**config.mk**
```make
export PLATFORM = sky130hd
export DESIGN_NAME = dbcsm_bank_fsm
export DESIGN_NICKNAME = d
export VERILOG_FILES = /design/src/logic/dbcsm_pkg.sv /design/src/logic/dbcsm_timer.sv /design/src/logic/dbcsm_bank_fsm.sv
export SDC_FILE = /design/constraint.sdc
export NUM_CORES = 1
export LEC_CHECK = 0
export ABC_CLOCK_PERIOD_IN_PS = 3200
export BUFFER_PORTS_ARGS = -buffer_cell sky130_fd_sc_hd__buf_4
export CAP_MARGIN = 20
export CORE_ASPECT_RATIO = 1.2
export CORE_MARGIN = 2
export CORE_UTILIZATION = 55
export CTS_BUF_LIST = sky130_fd_sc_hd__clkbuf_16
export CTS_CLUSTER_DIAMETER = 40
export CTS_CLUSTER_SIZE = 8
export DETAILED_ROUTE_END_ITERATION = 10
export PLACE_DENSITY = 0.72
export SETUP_SLACK_MARGIN = 0.2
export SYNTH_ARGS = -nofsm -noshare
export SYNTH_HDL_FRONTEND = slang
export SYNTH_SLANG_ARGS = --single-unit
```
**constraint.sdc**
```tcl
create_clock -name mclk -period 3.2 [get_ports mclk]
set_input_delay 0.16 -clock mclk [delete_from_list [all_inputs] [get_ports mclk]]
set_output_delay 0.16 -clock mclk [all_outputs]
set_load 0.02 [all_outputs]
```
**src/logic/dbcsm_pkg.sv**
```systemverilog
package dbcsm_pkg;
   // ---------------------------------------------
   // timing and geometry
   // ---------------------------------------------
   localparam int CLK_PERIOD_NS = 25;
   localparam int NUM_BANKS = 4;
   localparam int CNT_W = 8;
   localparam int PRECHARGE_TIME_NS = 15;
   localparam int ACTIVATE_TO_ACCESS_TIME_NS = 15;
   localparam int REFRESH_CYCLE_TIME_NS = 75;
   localparam int MODE_SET_TIME_NS = 10;
   localparam int BURST_CYCLES = 2;
   localparam logic [CNT_W-1:0] PRECHARGE_CYC =
      CNT_W'((PRECHARGE_TIME_NS + CLK_PERIOD_NS - 1) / CLK_PERIOD_NS);
   localparam logic [CNT_W-1:0] ACT_ACCESS_CYC =
      CNT_W'((ACTIVATE_TO_ACCESS_TIME_NS + CLK_PERIOD_NS - 1) / CLK_PERIOD_NS);
   localparam logic [CNT_W-1:0] REFRESH_CYC =
      CNT_W'((REFRESH_CYCLE_TIME_NS + CLK_PERIOD_NS - 1) / CLK_PERIOD_NS);
   localparam logic [CNT_W-1:0] MODE_SET_CYC =
      CNT_W'((MODE_SET_TIME_NS + CLK_PERIOD_NS - 1) / CLK_PERIOD_NS);
   localparam logic [CNT_W-1:0] BURST_CYC = CNT_W'(BURST_CYCLES);

   // ---------------------------------------------
   // commands and states
   // ---------------------------------------------
   typedef enum logic [2:0] {
      CMD_NOP, CMD_ACTIVE, CMD_READ, CMD_WRITE, CMD_PRECHARGE,
      CMD_BURST_STOP, CMD_REFRESH, CMD_MODE_SET
   } dbcsm_cmd_t;

   typedef enum logic [3:0] {
      BK_IDLE, BK_ACTIVATING, BK_ACTIVE, BK_READ, BK_WRITE,
      BK_READ_AP, BK_WRITE_AP, BK_PRECHARGING
   } dbcsm_bank_state_t;

   typedef struct packed {
      logic chipSelect_n;
      logic rowStrobe_n;
      logic colStrobe_n;
      logic writeEnable_n;
      logic autoPrechargeAddressBit;
      logic bankSelectBit1;
      logic bankSelectBit0;
   } dbcsm_cmd_bus_t;

   typedef struct packed {
      dbcsm_bank_state_t state;
      logic [CNT_W-1:0] count;
   } dbcsm_bank_t;
endpackage

```
**src/logic/dbcsm_timer.sv**
```systemverilog
// down counter for one timed state; done pulses when it expires
module dbcsm_timer #(
   parameter int W = 8
) (
   input wire logic mclk,
   input wire logic rst_n,
   input wire logic load,
   input wire logic [W-1:0] loadValue,
   output logic busy,
   output logic done
);
   typedef struct packed {
      logic [W-1:0] count;
      logic done;
   } dbcsm_tmr_t;
   dbcsm_tmr_t s_r;
   dbcsm_tmr_t s_nxt;

   always_comb begin
      s_nxt = s_r;
      s_nxt.done = 1'b0;
      if (load) begin
         s_nxt.count = loadValue;
      end else if (s_r.count != '0) begin
         s_nxt.count = s_r.count - W'(1);
         s_nxt.done = (s_r.count == W'(1));
      end
   end

   always_ff @(posedge mclk or negedge rst_n) begin
      if (!rst_n) begin
         s_r <= '0;
      end else begin
         s_r <= s_nxt;
      end
   end

   assign busy = (s_r.count != '0);
   assign done = s_r.done;

   timer_expires_a: assert property (@(posedge mclk) disable iff (!rst_n)
      (load && loadValue == W'(1)) ##1 !load |=> done)
      else $error("timer did not expire after loaded count");
endmodule

```
**src/logic/dbcsm_bank_fsm.sv**
```systemverilog
// Summary of operation
// - deselect or no-op changes nothing; timed operations keep running
// - active in idle opens the row and starts row activating
// - read or write in row active starts a burst
// - precharge in row active or a plain burst closes the row and starts precharging
// - read during a plain read restarts the read burst
// - precharge during a plain read truncates it and starts precharging
// - burst terminate ends the most recent read burst if it is a plain read, any bank
// - read during a plain write interrupts it; controller masks leftover data
// - precharge during a plain write truncates it; controller masks data
// - commands act only with clock enable high now and before, after exit time
// - idle only after precharge time; active only after activate time, no burst
// - precharging lasts the precharge time then the bank is idle
// - row activating lasts the activate-to-access time then row active
// - read or write with auto precharge keeps the bank busy until precharged
// - auto refresh blocks all commands for refresh cycle time, then all idle
// - mode register set blocks all commands for mode-set time, then all idle
// - precharge all blocks commands for precharge time, then all idle
// - read and write transitions apply with and without auto precharge
// - address bit chooses single-bank or all-bank precharge
module dbcsm_bank_fsm #(
   parameter int EXIT_CYCLES = 200
) (
   input wire logic mclk,
   input wire logic rst_n,
   input wire logic clockEnable,
   input wire logic selfRefreshExit,
   input wire dbcsm_pkg::dbcsm_cmd_bus_t cmdBus,
   output logic [4*dbcsm_pkg::NUM_BANKS-1:0] bankStates,
   output logic [dbcsm_pkg::NUM_BANKS-1:0] bankIdle,
   output logic deviceBusy,
   output logic illegalCmd
);
   localparam int NB = dbcsm_pkg::NUM_BANKS;
   localparam int CW = dbcsm_pkg::CNT_W;

   // ---------------------------------------------
   // registered state: input synchronisers, exit counter, banks, outputs
   // ---------------------------------------------
   typedef struct packed {
      dbcsm_pkg::dbcsm_cmd_bus_t cmdMeta;
      dbcsm_pkg::dbcsm_cmd_bus_t cmdSync;
      logic [1:0] ckeMeta;
      logic [1:0] ckeSync;
      logic ckePrev;
      logic [15:0] exitCount;
      dbcsm_pkg::dbcsm_bank_t [NB-1:0] bank;
      logic [1:0] lastReadBank;
      logic lastReadValid;
      logic [NB-1:0] idleOut;
      logic [4*NB-1:0] stateOut;
      logic busyOut;
      logic illegalOut;
   } dbcsm_state_t;

   dbcsm_state_t s_r;
   dbcsm_state_t s_nxt;

   logic globalLoad;
   logic [CW-1:0] globalValue;
   logic globalBusy;
   logic globalDone;

   function automatic dbcsm_pkg::dbcsm_cmd_t decode(input dbcsm_pkg::dbcsm_cmd_bus_t c);
      logic [2:0] rcw;
      rcw = {c.rowStrobe_n, c.colStrobe_n, c.writeEnable_n};
      if (c.chipSelect_n) begin
         return dbcsm_pkg::CMD_NOP;
      end
      case (rcw)
         3'h3: return dbcsm_pkg::CMD_ACTIVE;
         3'h5: return dbcsm_pkg::CMD_READ;
         3'h4: return dbcsm_pkg::CMD_WRITE;
         3'h2: return dbcsm_pkg::CMD_PRECHARGE;
         3'h6: return dbcsm_pkg::CMD_BURST_STOP;
         3'h1: return dbcsm_pkg::CMD_REFRESH;
         3'h0: return dbcsm_pkg::CMD_MODE_SET;
         default: return dbcsm_pkg::CMD_NOP;
      endcase
   endfunction

   function automatic logic isPlainBurst(input dbcsm_pkg::dbcsm_bank_state_t st);
      return (st == dbcsm_pkg::BK_READ) || (st == dbcsm_pkg::BK_WRITE);
   endfunction

   // ---------------------------------------------
   // device-wide timer for refresh, mode set, precharge all
   // ---------------------------------------------
   dbcsm_timer #(
      .W(CW)
   ) globalTimer (
      .mclk(mclk),
      .rst_n(rst_n),
      .load(globalLoad),
      .loadValue(globalValue),
      .busy(globalBusy),
      .done(globalDone)
   );

   dbcsm_pkg::dbcsm_cmd_t cmd;
   logic cmdValid;
   logic [1:0] tgt;
   logic allIdle;

   always_comb begin
      cmd = decode(s_r.cmdSync);
      tgt = {s_r.cmdSync.bankSelectBit1, s_r.cmdSync.bankSelectBit0};
      // commands count only with clock enable high on both edges, exit time met
      cmdValid = s_r.ckeSync[1] && s_r.ckePrev && (s_r.exitCount == 16'h0000) && !globalBusy;
      allIdle = 1'b1;
      for (int i = 0; i < NB; i++) begin
         if (s_r.bank[i].state != dbcsm_pkg::BK_IDLE) begin
            allIdle = 1'b0;
         end
      end
   end

   // ---------------------------------------------
   // next state
   // ---------------------------------------------
   always_comb begin
      s_nxt = s_r;
      globalLoad = 1'b0;
      globalValue = '0;
      s_nxt.cmdMeta = cmdBus;
      s_nxt.cmdSync = s_r.cmdMeta;
      s_nxt.ckeMeta = {s_r.ckeMeta[0], clockEnable};
      s_nxt.ckeSync = {s_r.ckeSync[0], selfRefreshExit};
      s_nxt.ckeSync[1] = s_r.ckeMeta[1];
      s_nxt.ckeSync[0] = s_r.ckeMeta[0];
      s_nxt.ckeMeta = {clockEnable, selfRefreshExit};
      s_nxt.ckePrev = s_r.ckeSync[1];
      s_nxt.illegalOut = 1'b0;
      if (s_r.ckeSync[0]) begin
         s_nxt.exitCount = 16'(EXIT_CYCLES);
      end else if (s_r.exitCount != 16'h0000) begin
         s_nxt.exitCount = s_r.exitCount - 16'h0001;
      end

      // per-bank timed states run regardless of the command
      for (int i = 0; i < NB; i++) begin
         if (s_r.bank[i].count > '0) begin
            s_nxt.bank[i].count = s_r.bank[i].count - CW'(1);
         end
         if (s_r.bank[i].count == CW'(1)) begin
            case (s_r.bank[i].state)
               dbcsm_pkg::BK_ACTIVATING: s_nxt.bank[i].state = dbcsm_pkg::BK_ACTIVE;
               dbcsm_pkg::BK_PRECHARGING: s_nxt.bank[i].state = dbcsm_pkg::BK_IDLE;
               dbcsm_pkg::BK_READ, dbcsm_pkg::BK_WRITE: s_nxt.bank[i].state = dbcsm_pkg::BK_ACTIVE;
               dbcsm_pkg::BK_READ_AP, dbcsm_pkg::BK_WRITE_AP: begin
                  s_nxt.bank[i].state = dbcsm_pkg::BK_PRECHARGING;
                  s_nxt.bank[i].count = dbcsm_pkg::PRECHARGE_CYC;
               end
               default: s_nxt.bank[i].state = s_r.bank[i].state;
            endcase
         end
      end
      if (globalDone) begin
         for (int i = 0; i < NB; i++) begin
            s_nxt.bank[i] = '{state: dbcsm_pkg::BK_IDLE, count: '0};
         end
      end

      if (cmdValid) begin
         case (cmd)
            dbcsm_pkg::CMD_NOP: s_nxt.illegalOut = 1'b0;
            dbcsm_pkg::CMD_ACTIVE: begin
               if (s_r.bank[tgt].state == dbcsm_pkg::BK_IDLE) begin
                  s_nxt.bank[tgt] = '{state: dbcsm_pkg::BK_ACTIVATING, count: dbcsm_pkg::ACT_ACCESS_CYC};
               end else begin
                  s_nxt.illegalOut = 1'b1;
               end
            end
            dbcsm_pkg::CMD_READ, dbcsm_pkg::CMD_WRITE: begin
               // ok from row active read restart write interrupt
               if (s_r.bank[tgt].state == dbcsm_pkg::BK_ACTIVE || isPlainBurst(s_r.bank[tgt].state)) begin
                  if (cmd == dbcsm_pkg::CMD_READ) begin
                     s_nxt.bank[tgt].state = s_r.cmdSync.autoPrechargeAddressBit ?
                        dbcsm_pkg::BK_READ_AP : dbcsm_pkg::BK_READ;
                     s_nxt.lastReadBank = tgt;
                     s_nxt.lastReadValid = 1'b1;
                  end else begin
                     s_nxt.bank[tgt].state = s_r.cmdSync.autoPrechargeAddressBit ?
                        dbcsm_pkg::BK_WRITE_AP : dbcsm_pkg::BK_WRITE;
                  end
                  s_nxt.bank[tgt].count = dbcsm_pkg::BURST_CYC;
                  if (s_r.bank[tgt].state == dbcsm_pkg::BK_READ && cmd == dbcsm_pkg::CMD_WRITE) begin
                     s_nxt.bank[tgt] = s_r.bank[tgt];
                     s_nxt.illegalOut = 1'b1;
                  end
               end else begin
                  s_nxt.illegalOut = 1'b1;
               end
            end
            dbcsm_pkg::CMD_PRECHARGE: begin
               if (s_r.cmdSync.autoPrechargeAddressBit) begin
                  globalLoad = 1'b1;
                  globalValue = dbcsm_pkg::PRECHARGE_CYC;
                  for (int i = 0; i < NB; i++) begin
                     s_nxt.bank[i] = '{state: dbcsm_pkg::BK_PRECHARGING, count: '0};
                  end
               end else if (s_r.bank[tgt].state == dbcsm_pkg::BK_ACTIVE
                            || isPlainBurst(s_r.bank[tgt].state)) begin
                  s_nxt.bank[tgt] = '{state: dbcsm_pkg::BK_PRECHARGING, count: dbcsm_pkg::PRECHARGE_CYC};
                  if (s_r.lastReadBank == tgt) begin
                     s_nxt.lastReadValid = 1'b0;
                  end
               end else if (s_r.bank[tgt].state != dbcsm_pkg::BK_IDLE) begin
                  s_nxt.illegalOut = 1'b1;
               end
            end
            dbcsm_pkg::CMD_BURST_STOP: begin
               if (s_r.lastReadValid && s_r.bank[s_r.lastReadBank].state == dbcsm_pkg::BK_READ) begin
                  s_nxt.bank[s_r.lastReadBank] = '{state: dbcsm_pkg::BK_ACTIVE, count: '0};
               end
               s_nxt.lastReadValid = 1'b0;
            end
            dbcsm_pkg::CMD_REFRESH, dbcsm_pkg::CMD_MODE_SET: begin
               if (allIdle) begin
                  globalLoad = 1'b1;
                  globalValue = (cmd == dbcsm_pkg::CMD_REFRESH) ?
                     dbcsm_pkg::REFRESH_CYC : dbcsm_pkg::MODE_SET_CYC;
               end else begin
                  s_nxt.illegalOut = 1'b1;
               end
            end
            default: s_nxt.illegalOut = 1'b1;
         endcase
      end else if (cmd != dbcsm_pkg::CMD_NOP && s_r.ckeSync[1] && s_r.ckePrev) begin
         s_nxt.illegalOut = 1'b1;
      end

      for (int i = 0; i < NB; i++) begin
         s_nxt.idleOut[i] = (s_nxt.bank[i].state == dbcsm_pkg::BK_IDLE);
         s_nxt.stateOut[4*i +: 4] = s_nxt.bank[i].state;
      end
      s_nxt.busyOut = globalLoad || (globalBusy && !globalDone);
   end

   always_ff @(posedge mclk or negedge rst_n) begin
      if (!rst_n) begin
         s_r <= '0;
         s_r.exitCount <= 16'h0000;
      end else begin
         s_r <= s_nxt;
      end
   end

   assign bankStates = s_r.stateOut;
   assign bankIdle = s_r.idleOut;
   assign deviceBusy = s_r.busyOut;
   assign illegalCmd = s_r.illegalOut;

   // ---------------------------------------------
   // checks
   // ---------------------------------------------
   activate_open_a: assert property (@(posedge mclk) disable iff (!rst_n)
      (cmdValid && cmd == dbcsm_pkg::CMD_ACTIVE && s_r.bank[tgt].state == dbcsm_pkg::BK_IDLE)
      |=> s_r.bank[$past(tgt)].state == dbcsm_pkg::BK_ACTIVATING)
      else $error("active did not start activation");
   activate_done_a: assert property (@(posedge mclk) disable iff (!rst_n)
      (s_r.bank[0].state == dbcsm_pkg::BK_ACTIVATING && s_r.bank[0].count == CW'(1) && !globalDone)
      |=> s_r.bank[0].state == dbcsm_pkg::BK_ACTIVE)
      else $error("activation did not end in row active");
   precharge_idle_a: assert property (@(posedge mclk) disable iff (!rst_n)
      (s_r.bank[0].state == dbcsm_pkg::BK_PRECHARGING && s_r.bank[0].count == CW'(1))
      |=> s_r.bank[0].state == dbcsm_pkg::BK_IDLE)
      else $error("precharge did not end in idle");
   nop_holds_a: assert property (@(posedge mclk) disable iff (!rst_n)
      (cmd == dbcsm_pkg::CMD_NOP && s_r.bank[1].count == '0 && !globalDone)
      |=> s_r.bank[1].state == $past(s_r.bank[1].state))
      else $error("no-op changed a settled bank");
   cke_gate_a: assert property (@(posedge mclk) disable iff (!rst_n)
      (!s_r.ckePrev && s_r.bank[tgt].state == dbcsm_pkg::BK_IDLE)
      |=> s_r.bank[$past(tgt)].state == dbcsm_pkg::BK_IDLE)
      else $error("command accepted with clock enable low");
   refresh_block_a: assert property (@(posedge mclk) disable iff (!rst_n)
      (cmdValid && cmd == dbcsm_pkg::CMD_REFRESH && allIdle) |=> !cmdValid [*3])
      else $error("command accepted during refresh");
   ap_busy_a: assert property (@(posedge mclk) disable iff (!rst_n)
      (cmdValid && cmd == dbcsm_pkg::CMD_READ && s_r.cmdSync.autoPrechargeAddressBit
       && s_r.bank[tgt].state == dbcsm_pkg::BK_ACTIVE) |=> !bankIdle[$past(tgt)])
      else $error("auto precharge bank reported idle");
   pre_all_a: assert property (@(posedge mclk) disable iff (!rst_n)
      (cmdValid && cmd == dbcsm_pkg::CMD_PRECHARGE && s_r.cmdSync.autoPrechargeAddressBit)
      |=> ##1 (deviceBusy && bankIdle == '0))
      else $error("precharge all not holding banks");
   burst_stop_a: assert property (@(posedge mclk) disable iff (!rst_n)
      (cmdValid && cmd == dbcsm_pkg::CMD_BURST_STOP && s_r.lastReadValid
       && s_r.bank[s_r.lastReadBank].state == dbcsm_pkg::BK_READ)
      |=> s_r.bank[$past(s_r.lastReadBank)].state == dbcsm_pkg::BK_ACTIVE)
      else $error("burst terminate did not end the read");
   write_break_a: assert property (@(posedge mclk) disable iff (!rst_n)
      (cmdValid && cmd == dbcsm_pkg::CMD_READ && !s_r.cmdSync.autoPrechargeAddressBit
       && s_r.bank[tgt].state == dbcsm_pkg::BK_WRITE)
      |=> s_r.bank[$past(tgt)].state == dbcsm_pkg::BK_READ)
      else $error("read did not interrupt the write");
endmodule

```
==> results of run 1 <==
-- layout make-up --
class,count,area share [%]
clock buffer,9,3.014
inverter,21,1.055
tap,157,2.629
multi-input combinational,560,49.53
clock inverter,7,0.7870
sequential,101,33.84
timing repair buffer,85,9.143
-- cell usage after synthesis, types with 20 or more instances --
cell      count
o21ai_0      58
nor2_1       54
dfrtp_1     101
clkbuf_1     25
nor4_1       21
nor3_1       28
xnor2_1      23
nand3_1      25
a21oi_1      34
nand2_1      70
buf_4        20
inv_1        21
-- final timing paths --
path / start / depth (start not counted) / end / slack, ps
max: bankStates[1]$_DFF_PN0_ / 8 / s_r[64]$_DFF_PN0_ / 310
min: rst_n / 2 / s_r[54]$_DFF_PN0_ / 170
max reg2reg: bankStates[1]$_DFF_PN0_ / 8 / s_r[64]$_DFF_PN0_ / 310
min reg2reg: s_nxt[99]$_DFF_PN0_ / 0 / s_r[99]$_DFF_PN0_ / 350
max in group asynchronous: rst_n / 4 / s_r[97]$_DFF_PN0_ / 2200
min in group mclk: s_nxt[99]$_DFF_PN0_ / 0 / s_r[99]$_DFF_PN0_ / 350
-- through the flow --
step                      area [µm²]  cells  setup WS [ps]  utilization, %
after global placement          7041    913          385.3           60.58
after detailed placement        7041    913          328.7           60.58
final                           7472    940          309.5           64.30
after CTS                       7415    938          309.9           63.80
after global routing            7472    940          200.5           64.30
after floorplan                 6565    733          579.7               -
-- layout by cell type (no fill, tap or decap), types with 5 or more instances in the layout --
cell           Yosys  layout
mux4_2            10      10
a21o_1             6       6
a31oi_1            6       6
clkbuf_16          0       9
nor2b_1           12      12
xor2_1            16      16
and3_1            10      10
xnor2_1           23      23
or3_1              9       9
o21ai_0           58      58
ha_1              16      16
o21ai_1            5       5
o31ai_1            6       6
and2_1             9       9
o22ai_1            5       5
or4_1              6       6
nor2_1            54      54
nor4_2             4       5
nand3_1           25      24
dfrtp_1          101     100
a21oi_1           34      34
nand4_1            7       7
inv_1             21      21
nand2_1           70      70
nor3b_1            9       9
nand2b_1          19      19
dlygate4sd3_1      0      10
nor3_1            28      28
buf_4             20      74
nor4_1            21      20
or2_2              9       9
-- cells by family (layout without fill, tap and decap cells) --
logic type               Yosys count  after routing  share of synthesized area (%)
AND/OR/NAND/NOR                  315            315                          26.15
AO/OA/AOI/OAI                    176            176                          17.59
flip-flops                       101            101                          38.50
buffers and inverters             72            122                          5.413
XOR/XNOR                          39             39                          5.203
adder cells (fa/ha/maj)           16             16                          3.049
multiplexers                      14             14                          4.098
-- worst reg2reg max path, stage by stage (launching register included) --
cell and delay (ps):
dfrtp_1 520, mux4_2 620, or3b_4 490, a211o_1 300, a211oi_1 380, nor4_1 120, buf_4 180, o21ai_0 70
o21ai_0 110
-- flip-flops by register name (all words and copies together) (netlist names) --
name              cells
s_r                  61
bankStates           15
s_nxt                10
globalTimer.s_r       8
bankIdle              4
deviceBusy            1
globalTimer.done      1
illegalCmd            1
-- power breakdown --
| group | switching (mW) | total [mW] | internal [mW] |
|---|---|---|---|
| logic | 0.779 | 1.46 | 0.679 |
| clock network | 0.512 | 1.05 | 0.540 |
| registers | 0.377 | 1.94 | 1.56 |
| total | 1.67 | 4.45 | 2.78 |
-- layer usage --
| layer | track usage [%] | vias up | share of wire (%) |
|---|---|---|---|
| met5 | 0 | - | 0 |
| met4 | 18.67 | 0 | 5.9 |
| met3 | 5.076 | 74 | 5.0 |
| met2 | 56.75 | 238 | 50 |
| met1 | 36.96 | 2932 | 39 |
| li1 | - | 2756 | - |
-- repair_timing --
| action | in CTS | in global routing |
|---|---|---|
| resized for setup | 0 | 4 |
| endpoints found under the hold margin | 9 | 77 |
| setup endpoints to repair | 0 | 20 |
| hold buffers | 9 | 1 |
==> impl_metrics.py, run 1 <==
metrics = {
    "power": {
        "power_mw": 4.452,
        "power_density_nw_per_um2": 595.8,
        "leakage_nw": 3.171,
        "vdd_ir_drop_max_uv": 419.8,
    },
    "floorplan": {
        "fp-row-count": 43,
        "fp.coreArea_um2": 11620,
        "fp.dieH_um": 123.7,
        "boundaryPins": 33,
        "start_util_pct": 56.49,
        "die-area_um2": 12830,
        "die_x_um": 103.7,
    },
    "cts": {
        "cts_made_buffers": 9,
        "clockRootBuffer": "clkbuf_16",
        "clkTransAtPathRegs_ps": 70,
        "cts_tree": "built",
        "postCtsSetupRepairBufs": 0,
        "clock_tree.buffer_depth": 2,
        "clk_latency_ps": 360,
        "cts_max_level": 3,
        "numClockSinks": 101,
    },
    "cells_and_area": {
        "regArea_um2": 2529,
        "n_antenna_cell": 0,
        "nets": 805,
        "drive_gt1_share_pct": 17.11,
        "syn_to_final_growth_pct": 13.82,
        "final.fill_count": 1018,
        "multi_input_area_um2": 3701,
    },
    "synthesis": {
        "synth_edf_count": 0,
        "syn_avg_cell_area_um2": 8.956,
        "syn-cell-area_um2": 6565,
        "yosys_warnings": 0,
        "post-synth-top-area-fraction_pct": 38.50,
        "synthCells": 733,
        "synth_nets": 760,
        "async_reset_ff_share_pct": 100.0,
        "synth_area_leaders": "dfrtp_1 (38%), o21ai_0 (4.4%), nand2_1 (4.0%)",
        "synth_cell_types": 76,
        "ys_seq_area_share_pct": 38.50,
        "ys.flop_type": "dfrtp_1",
        "ys_ff_latch": 101,
        "yosysTopAreaCell": "dfrtp_1",
    },
    "timing": {
        "tns_ps": 0,
        "tightest_slew_ps": 606.0,
        "max_freq_mhz": 346.0,
        "rsz0062_at_grt": "false",
        "setup_viol": 0,
        "slew_violations": 0,
        "hold_violations": 0,
        "post-route-min-period_ps": 2891,
        "fin_hold_ws_ps": 174.4,
        "maxSlewHeadroom_pct": 59.23,
        "period_share_pct": 90.33,
        "fin_worst_skew_ps": 6.846,
    },
    "place": {
        "dp_hpwl_um": 15330,
        "io_buffers": 32,
        "gp_congestion": 1.028,
    },
    "global_routing": {
        "antenna_found_initial": 0,
        "grt_pass1_wl_um": 31360,
        "grt_max_degree": 80,
        "grt.total_usage_pct": 31.89,
        "gr-total-overflow": 0,
        "grt_pass1_vias": 5867,
    },
    "detailed_routing": {
        "wl_um": 20060,
        "drt_iter0_markers": 437,
        "firstDrtPassIters": 5,
        "wl_per_cell_um": 21.34,
        "vias": 6000,
        "ant_nets": 0,
        "viasPerCell": 6.383,
        "drc": 0,
    },
    "setup_path": {
        "required_ps": 3430,
        "slowest_delay_ps": 610,
        "critPathTopFamily": "compound AO/OA/AOI/OAI gates",
        "crit_path_max_fanout": 9,
        "crit_chain": "mux4_2 > or3b_4 > a211o_1 > a211oi_1 > nor4_1 > buf_4 > o21ai_0 > o21ai_0",
        "cp-start-kind": "flop",
        "cp.arrival_ps": 3120,
        "cp-end-kind": "flop",
        "cp_slowest_cell": "mux4_2",
        "cp_num_buf_inv": 1,
        "path_class": "reg -> reg",
        "crit_top_cell": "o21ai_0",
    },
    "run_status": {
        "status": "finished, final reports clean",
    },
    "min_path": {
        "hp-class": "in -> async",
    },
    "run": {
        "drv_cap": 0,
    },
}
No activity file was read; power rests on OpenSTA's default activity.
==> run 2, diff against run 1 <==
--- a/config.mk
+++ b/config.mk
@@ -5,17 +5,19 @@
 export SDC_FILE = /design/constraint.sdc
 export NUM_CORES = 1
 export LEC_CHECK = 0
-export ABC_CLOCK_PERIOD_IN_PS = 3200
+export ABC_CLOCK_PERIOD_IN_PS = 3400
 export BUFFER_PORTS_ARGS = -buffer_cell sky130_fd_sc_hd__buf_4
 export CAP_MARGIN = 20
+export CELL_PAD_IN_SITES_DETAIL_PLACEMENT = 1
+export CELL_PAD_IN_SITES_GLOBAL_PLACEMENT = 1
 export CORE_ASPECT_RATIO = 1.2
 export CORE_MARGIN = 2
-export CORE_UTILIZATION = 55
+export CORE_UTILIZATION = 52
 export CTS_BUF_LIST = sky130_fd_sc_hd__clkbuf_16
 export CTS_CLUSTER_DIAMETER = 40
 export CTS_CLUSTER_SIZE = 8
 export DETAILED_ROUTE_END_ITERATION = 10
-export PLACE_DENSITY = 0.72
+export PLACE_DENSITY = 0.85
 export SETUP_SLACK_MARGIN = 0.2
 export SYNTH_ARGS = -nofsm -noshare
 export SYNTH_HDL_FRONTEND = slang
==> constraint.sdc (replaced) <==
create_clock -name mclk -period 3.4 [get_ports mclk]
set_input_delay 0.17 -clock mclk [delete_from_list [all_inputs] [get_ports mclk]]
set_output_delay 0.17 -clock mclk [all_outputs]
set_load 0.02 [all_outputs]
==> impl_metrics.py, run 2 (synthesis results as in run 1) <==
metrics = {
    "cts": {
        "clock_tree.buffer_depth": 2,
        "clockRootBuffer": "clkbuf_16",
        "cts_made_buffers": 9,
        "cts_tree": "built",
        "cts_max_level": 3,
        "clkTransAtPathRegs_ps": 90,
        "numClockSinks": 101,
        "postCtsSetupRepairBufs": 0,
        "clk_latency_ps": 370,
    },
    "power": {
        "vdd_ir_drop_max_uv": 426.6,
        "power_mw": 4.440,
        "power_density_nw_per_um2": 598.6,
        "leakage_nw": 3.131,
    },
    "timing": {
        "period_share_pct": 88.84,
        "fin_hold_ws_ps": 362.1,
        "fin_worst_skew_ps": 20.78,
        "setup_viol": 0,
        "slew_violations": 0,
        "max_freq_mhz": 331.1,
        "tns_ps": 0,
        "maxSlewHeadroom_pct": 48.22,
        "rsz0062_at_grt": "false",
        "post-route-min-period_ps": 3021,
        "tightest_slew_ps": 770.8,
        "hold_violations": 0,
    },
    "setup_path": {
        "cp_slowest_cell": "or4_1",
        "slowest_delay_ps": 650,
        "ff2ff_path_depth": 7,
        "crit_chain": "buf_4 > mux4_2 > or4_1 > o211ai_2 > a221oi_1 > a22oi_1 > nor4_1",
        "required_ps": 3640,
        "cp-start-kind": "flop",
        "cp-end-kind": "flop",
        "crit_path_max_fanout": 14,
        "path_class": "reg -> reg",
        "cp.arrival_ps": 3260,
    },
    "detailed_routing": {
        "drc": 0,
        "wl_um": 24030,
        "ant_nets": 0,
        "viasPerCell": 6.654,
        "wl_per_cell_um": 25.75,
        "firstDrtPassIters": 5,
        "vias": 6208,
        "drt_iter0_markers": 495,
    },
    "global_routing": {
        "grt_pass1_vias": 6511,
        "gr-total-overflow": 0,
        "grt_max_degree": 52,
        "grt_pass1_wl_um": 37070,
        "antenna_found_initial": 0,
        "grt.total_usage_pct": 36.45,
    },
    "cells_and_area": {
        "multi_input_area_um2": 3691,
        "final_common_cell": "dfrtp_1",
        "largest_reg_flops": 61,
        "regArea_um2": 2529,
        "nets": 794,
        "final.fill_count": 1434,
        "final_cell_mix": "dfrtp_1 (100), nand2_1 (70), buf_4 (63), o21ai_0 (58), nor2_1 (54)",
        "drive_gt1_share_pct": 15.93,
        "syn_to_final_growth_pct": 13.00,
        "regMostFlops": "s_r",
        "n_antenna_cell": 0,
    },
    "place": {
        "dp_hpwl_um": 17700,
        "gp_congestion": 1.021,
        "io_buffers": 32,
    },
    "floorplan": {
        "die-area_um2": 13540,
        "fp.dieH_um": 127.1,
        "boundaryPins": 33,
        "die_x_um": 106.6,
        "fp.coreArea_um2": 12220,
        "fp-row-count": 44,
        "start_util_pct": 53.72,
    },
    "min_path": {
        "hold-path-cell-count": 0,
        "hp-class": "reg -> reg",
    },
    "run": {
        "drv_cap": 0,
    },
    "run_status": {
        "status": "finished, final reports clean",
    },
}
## run 2: worst max-delay path: cells and delay by family (launching register included)
family / cells / cell delay [ps]
mux: 1 / 590
simple gates: 2 / 740
buf+inv: 1 / 320
compound gates: 3 / 640
flops: 1 / 590
## run 2: routing by layer
layer / routed length [µm] / up-vias / global-route usage (%)
met2: 12250 / 238 / 64.29
li1: - / 2731 / -
met3: 1086 / 107 / 5.714
met1: 9144 / 3132 / 41.31
met5: 0 / - / 0
met4: 1547 / 0 / 21.93
## run 2: metrics by stage
| step | instances | utilization, % | cell area (µm²) | worst slack [ps] |
|---|---|---|---|---|
| after global placement | 907 | 57.14 | 6983 | 429.4 |
| after floorplan | 733 | - | 6565 | 779.7 |
| after CTS | 933 | 60.62 | 7408 | 316.0 |
| final | 933 | 60.70 | 7418 | 379.4 |
| after global routing | 933 | 60.70 | 7418 | 237.9 |
| after detailed placement | 907 | 57.14 | 6983 | 339.9 |
## run 2: cell type report
type / instances / share of cell area, %
well taps: 161 / 2.715
flip-flops and latches: 101 / 34.09
clock inverters: 7 / 1.349
inverters: 21 / 1.063
multi-input cells: 560 / 49.76
clock buffers: 9 / 3.036
repair buffers: 74 / 7.995
## run 2: final timing paths
kind,end,slack [ps],startpoint
setup / recovery,bankIdle[1]$_DFF_PN0_,380,s_r[95]$_DFF_PN0_
hold / removal,s_nxt[89]$_DFF_PN0_,360,s_nxt[91]$_DFF_PN0_
setup reg to reg,bankIdle[1]$_DFF_PN0_,380,s_r[95]$_DFF_PN0_
hold reg to reg,s_nxt[89]$_DFF_PN0_,360,s_nxt[91]$_DFF_PN0_
max in group asynchronous,s_r[94]$_DFF_PN0_,2260,rst_n
min in group asynchronous,s_r[56]$_DFF_PN0_,380,rst_n
## run 2: where the power goes
| part | switching [mW] | internal [mW] |
|---|---|---|
| Sequential | 0.387 | 1.47 |
| Clock | 0.544 | 0.596 |
| Combinational | 0.814 | 0.628 |
| Total | 1.74 | 2.70 |
## run 2: timing repair
action	in CTS	in global routing
endpoints found under the hold margin	59	0
gates resized for setup	0	4
endpoints found under the setup margin	0	12
hold buffers	10	0
==> run 3, diff against run 2 <==
--- a/config.mk
+++ b/config.mk
@@ -5,7 +5,7 @@
 export SDC_FILE = /design/constraint.sdc
 export NUM_CORES = 1
 export LEC_CHECK = 0
-export ABC_CLOCK_PERIOD_IN_PS = 3400
+export ABC_CLOCK_PERIOD_IN_PS = 3700
 export BUFFER_PORTS_ARGS = -buffer_cell sky130_fd_sc_hd__buf_4
 export CAP_MARGIN = 20
 export CELL_PAD_IN_SITES_DETAIL_PLACEMENT = 1
==> constraint.sdc (replaced) <==
create_clock -name mclk -period 3.7 [get_ports mclk]
set_input_delay 0.185 -clock mclk [delete_from_list [all_inputs] [get_ports mclk]]
set_output_delay 0.185 -clock mclk [all_outputs]
set_load 0.02 [all_outputs]
==> impl_metrics.py, run 3 (synthesis results as in run 1) <==
metrics = {
    "detailed_routing": {
        "drc": 0,
        "ant_nets": 0,
        "vias": 6225,
        "viasPerCell": 6.744,
        "firstDrtPassIters": 5,
        "drt_iter0_markers": 566,
        "wl_um": 23220,
        "wl_per_cell_um": 25.16,
    },
    "floorplan": {
        "fp.dieH_um": 127.1,
        "boundaryPins": 33,
        "start_util_pct": 53.72,
        "fp.coreArea_um2": 12220,
        "fp-row-count": 44,
        "die-area_um2": 13540,
        "die_x_um": 106.6,
    },
    "timing": {
        "fin_hold_ws_ps": 350.7,
        "setup_viol": 0,
        "post-route-min-period_ps": 3200,
        "tightest_slew_ps": 900.4,
        "max_freq_mhz": 312.5,
        "fin_worst_skew_ps": 12.24,
        "period_share_pct": 86.48,
        "rsz0062_at_grt": "false",
        "slew_violations": 0,
        "tns_ps": 0,
        "maxSlewHeadroom_pct": 39.51,
        "hold_violations": 0,
    },
    "global_routing": {
        "antenna_found_initial": 0,
        "grt_pass1_vias": 6713,
        "grt_max_degree": 56,
        "grt_pass1_wl_um": 36610,
        "gr-total-overflow": 0,
        "grt.total_usage_pct": 35.53,
    },
    "cts": {
        "cts_tree": "built",
        "clockRootBuffer": "clkbuf_16",
        "numClockSinks": 101,
        "clk_latency_ps": 360,
        "cts_max_level": 3,
        "clock_tree.buffer_depth": 2,
        "clkTransAtPathRegs_ps": 70,
        "postCtsSetupRepairBufs": 0,
        "cts_made_buffers": 9,
    },
    "run_status": {
        "status": "finished, final reports clean",
    },
    "run": {
        "drv_cap": 0,
    },
    "place": {
        "gp_congestion": 1.051,
        "dp_hpwl_um": 17180,
        "io_buffers": 32,
    },
    "power": {
        "vdd_ir_drop_max_uv": 333.0,
        "leakage_nw": 3.073,
        "p_sw_mw": 1.570,
        "power_density_nw_per_um2": 552.7,
        "intPower_mw": 2.470,
        "p_comb_share_pct": 32.6,
        "swShare_pct": 38.86,
        "seq_power_share_pct": 42.3,
        "clkPwrFrac_pct": 25.1,
        "power_mw": 4.041,
    },
    "cells_and_area": {
        "regMostFlops": "s_r",
        "largest_reg_flops": 61,
        "final_cell_mix": "dfrtp_1 (101), nand2_1 (70), o21ai_0 (58), nor2_1 (54), buf_4 (54)",
        "final_common_cell": "dfrtp_1",
        "n_antenna_cell": 0,
        "drive_gt1_share_pct": 14.44,
        "final.fill_count": 1459,
        "nets": 784,
        "syn_to_final_growth_pct": 11.36,
    },
    "setup_path": {
        "crit_chain": "mux4_2 > nor3_2 > a21oi_1 > a2111oi_0 > buf_4 > nor3b_1 > nor4_1",
        "crit_path_max_fanout": 10,
        "cp-end-kind": "flop",
        "cp.arrival_ps": 3450,
        "cp-start-kind": "flop",
        "path_class": "reg -> reg",
        "ff2ff_path_depth": 7,
        "slowest_delay_ps": 680,
        "required_ps": 3950,
        "cp_slowest_cell": "mux4_2",
    },
    "min_path": {
        "hp-class": "reg -> reg",
        "hold-path-cell-count": 0,
    },
}
[run 3: changes by cell type in the layout (fill, tap and decap cells not counted), sizes merged]
cell	previous run	this run
inv	24	25
buf	64	54
clkinv	3	2
[run 3: area by class of cell]
| cell class | count | area [µm²] | share of cell area [%] |
|---|---|---|---|
| Timing Repair Buffer | 64 | 505.5 | 6.914 |
| Clock buffer | 9 | 225.2 | 3.081 |
| Sequential cell | 101 | 2527 | 34.57 |
| Clock inverter | 7 | 90.09 | 1.232 |
| Inverter | 21 | 78.83 | 1.078 |
| Multi-Input combinational cell | 560 | 3682 | 50.37 |
| Tap cell | 161 | 201.4 | 2.755 |
[run 3: critical path: cells and delay by family (launching register included)]
| kind | cells | cell delay (ps) |
|---|---|---|
| and+or+nand+nor | 3 | 830 |
| muxes | 1 | 680 |
| DFF | 1 | 620 |
| buffers and inverters | 1 | 230 |
| AOI/OAI and AO/OA | 2 | 740 |
[run 3: worst paths after layout]
kind                                      from  slack (ps)               endpoint
hold / removal             s_nxt[91]$_DFF_PN0_         350    s_nxt[89]$_DFF_PN0_
setup / recovery             s_r[94]$_DFF_PN0_         500  bankIdle[1]$_DFF_PN0_
max in group asynchronous                rst_n        2440    s_nxt[95]$_DFF_PN0_
hold reg to reg            s_nxt[91]$_DFF_PN0_         350    s_nxt[89]$_DFF_PN0_
min in group asynchronous                rst_n         440      s_r[65]$_DFF_PN0_
setup reg to reg             s_r[94]$_DFF_PN0_         500  bankIdle[1]$_DFF_PN0_
[run 3: metal layers]
layer,vias to the layer above,routed length (µm),global-route usage [%]
met4,0,1556,24.14
met5,-,0,0
met2,282,11950,63.84
li1,2714,-,-
met1,3096,8358,37.57
met3,133,1350,6.276
[run 3: what timing repair did]
item / in CTS / in global routing
endpoints found under the setup margin: 0 / 0
gates resized for setup: 0 / 0
hold endpoints to repair: 62 / 0
hold buffers: 10 / 0
[run 3: per-stage QoR]
step	cell area [µm²]	setup WS, ps	cells	utilization, %
6_report	7311	500.3	923	59.82
4_1_cts	7311	533.4	923	59.82
5_1_grt	7311	317.0	923	59.82
2_1_floorplan	6565	1080	733	-
3_3_place_gp	6895	656.9	897	56.42
3_5_place_dp	6895	574.5	897	56.42
[run 3: power by group through the flow]
stage,logic (mW),registers [mW],clock network (mW)
final,1.32,1.71,1.01
after global routing,1.47,1.74,1.06
after CTS,1.30,1.70,1.03
after detailed placement,1.26,1.71,0
after global placement,1.15,1.69,0
after floorplan,0.947,1.58,0
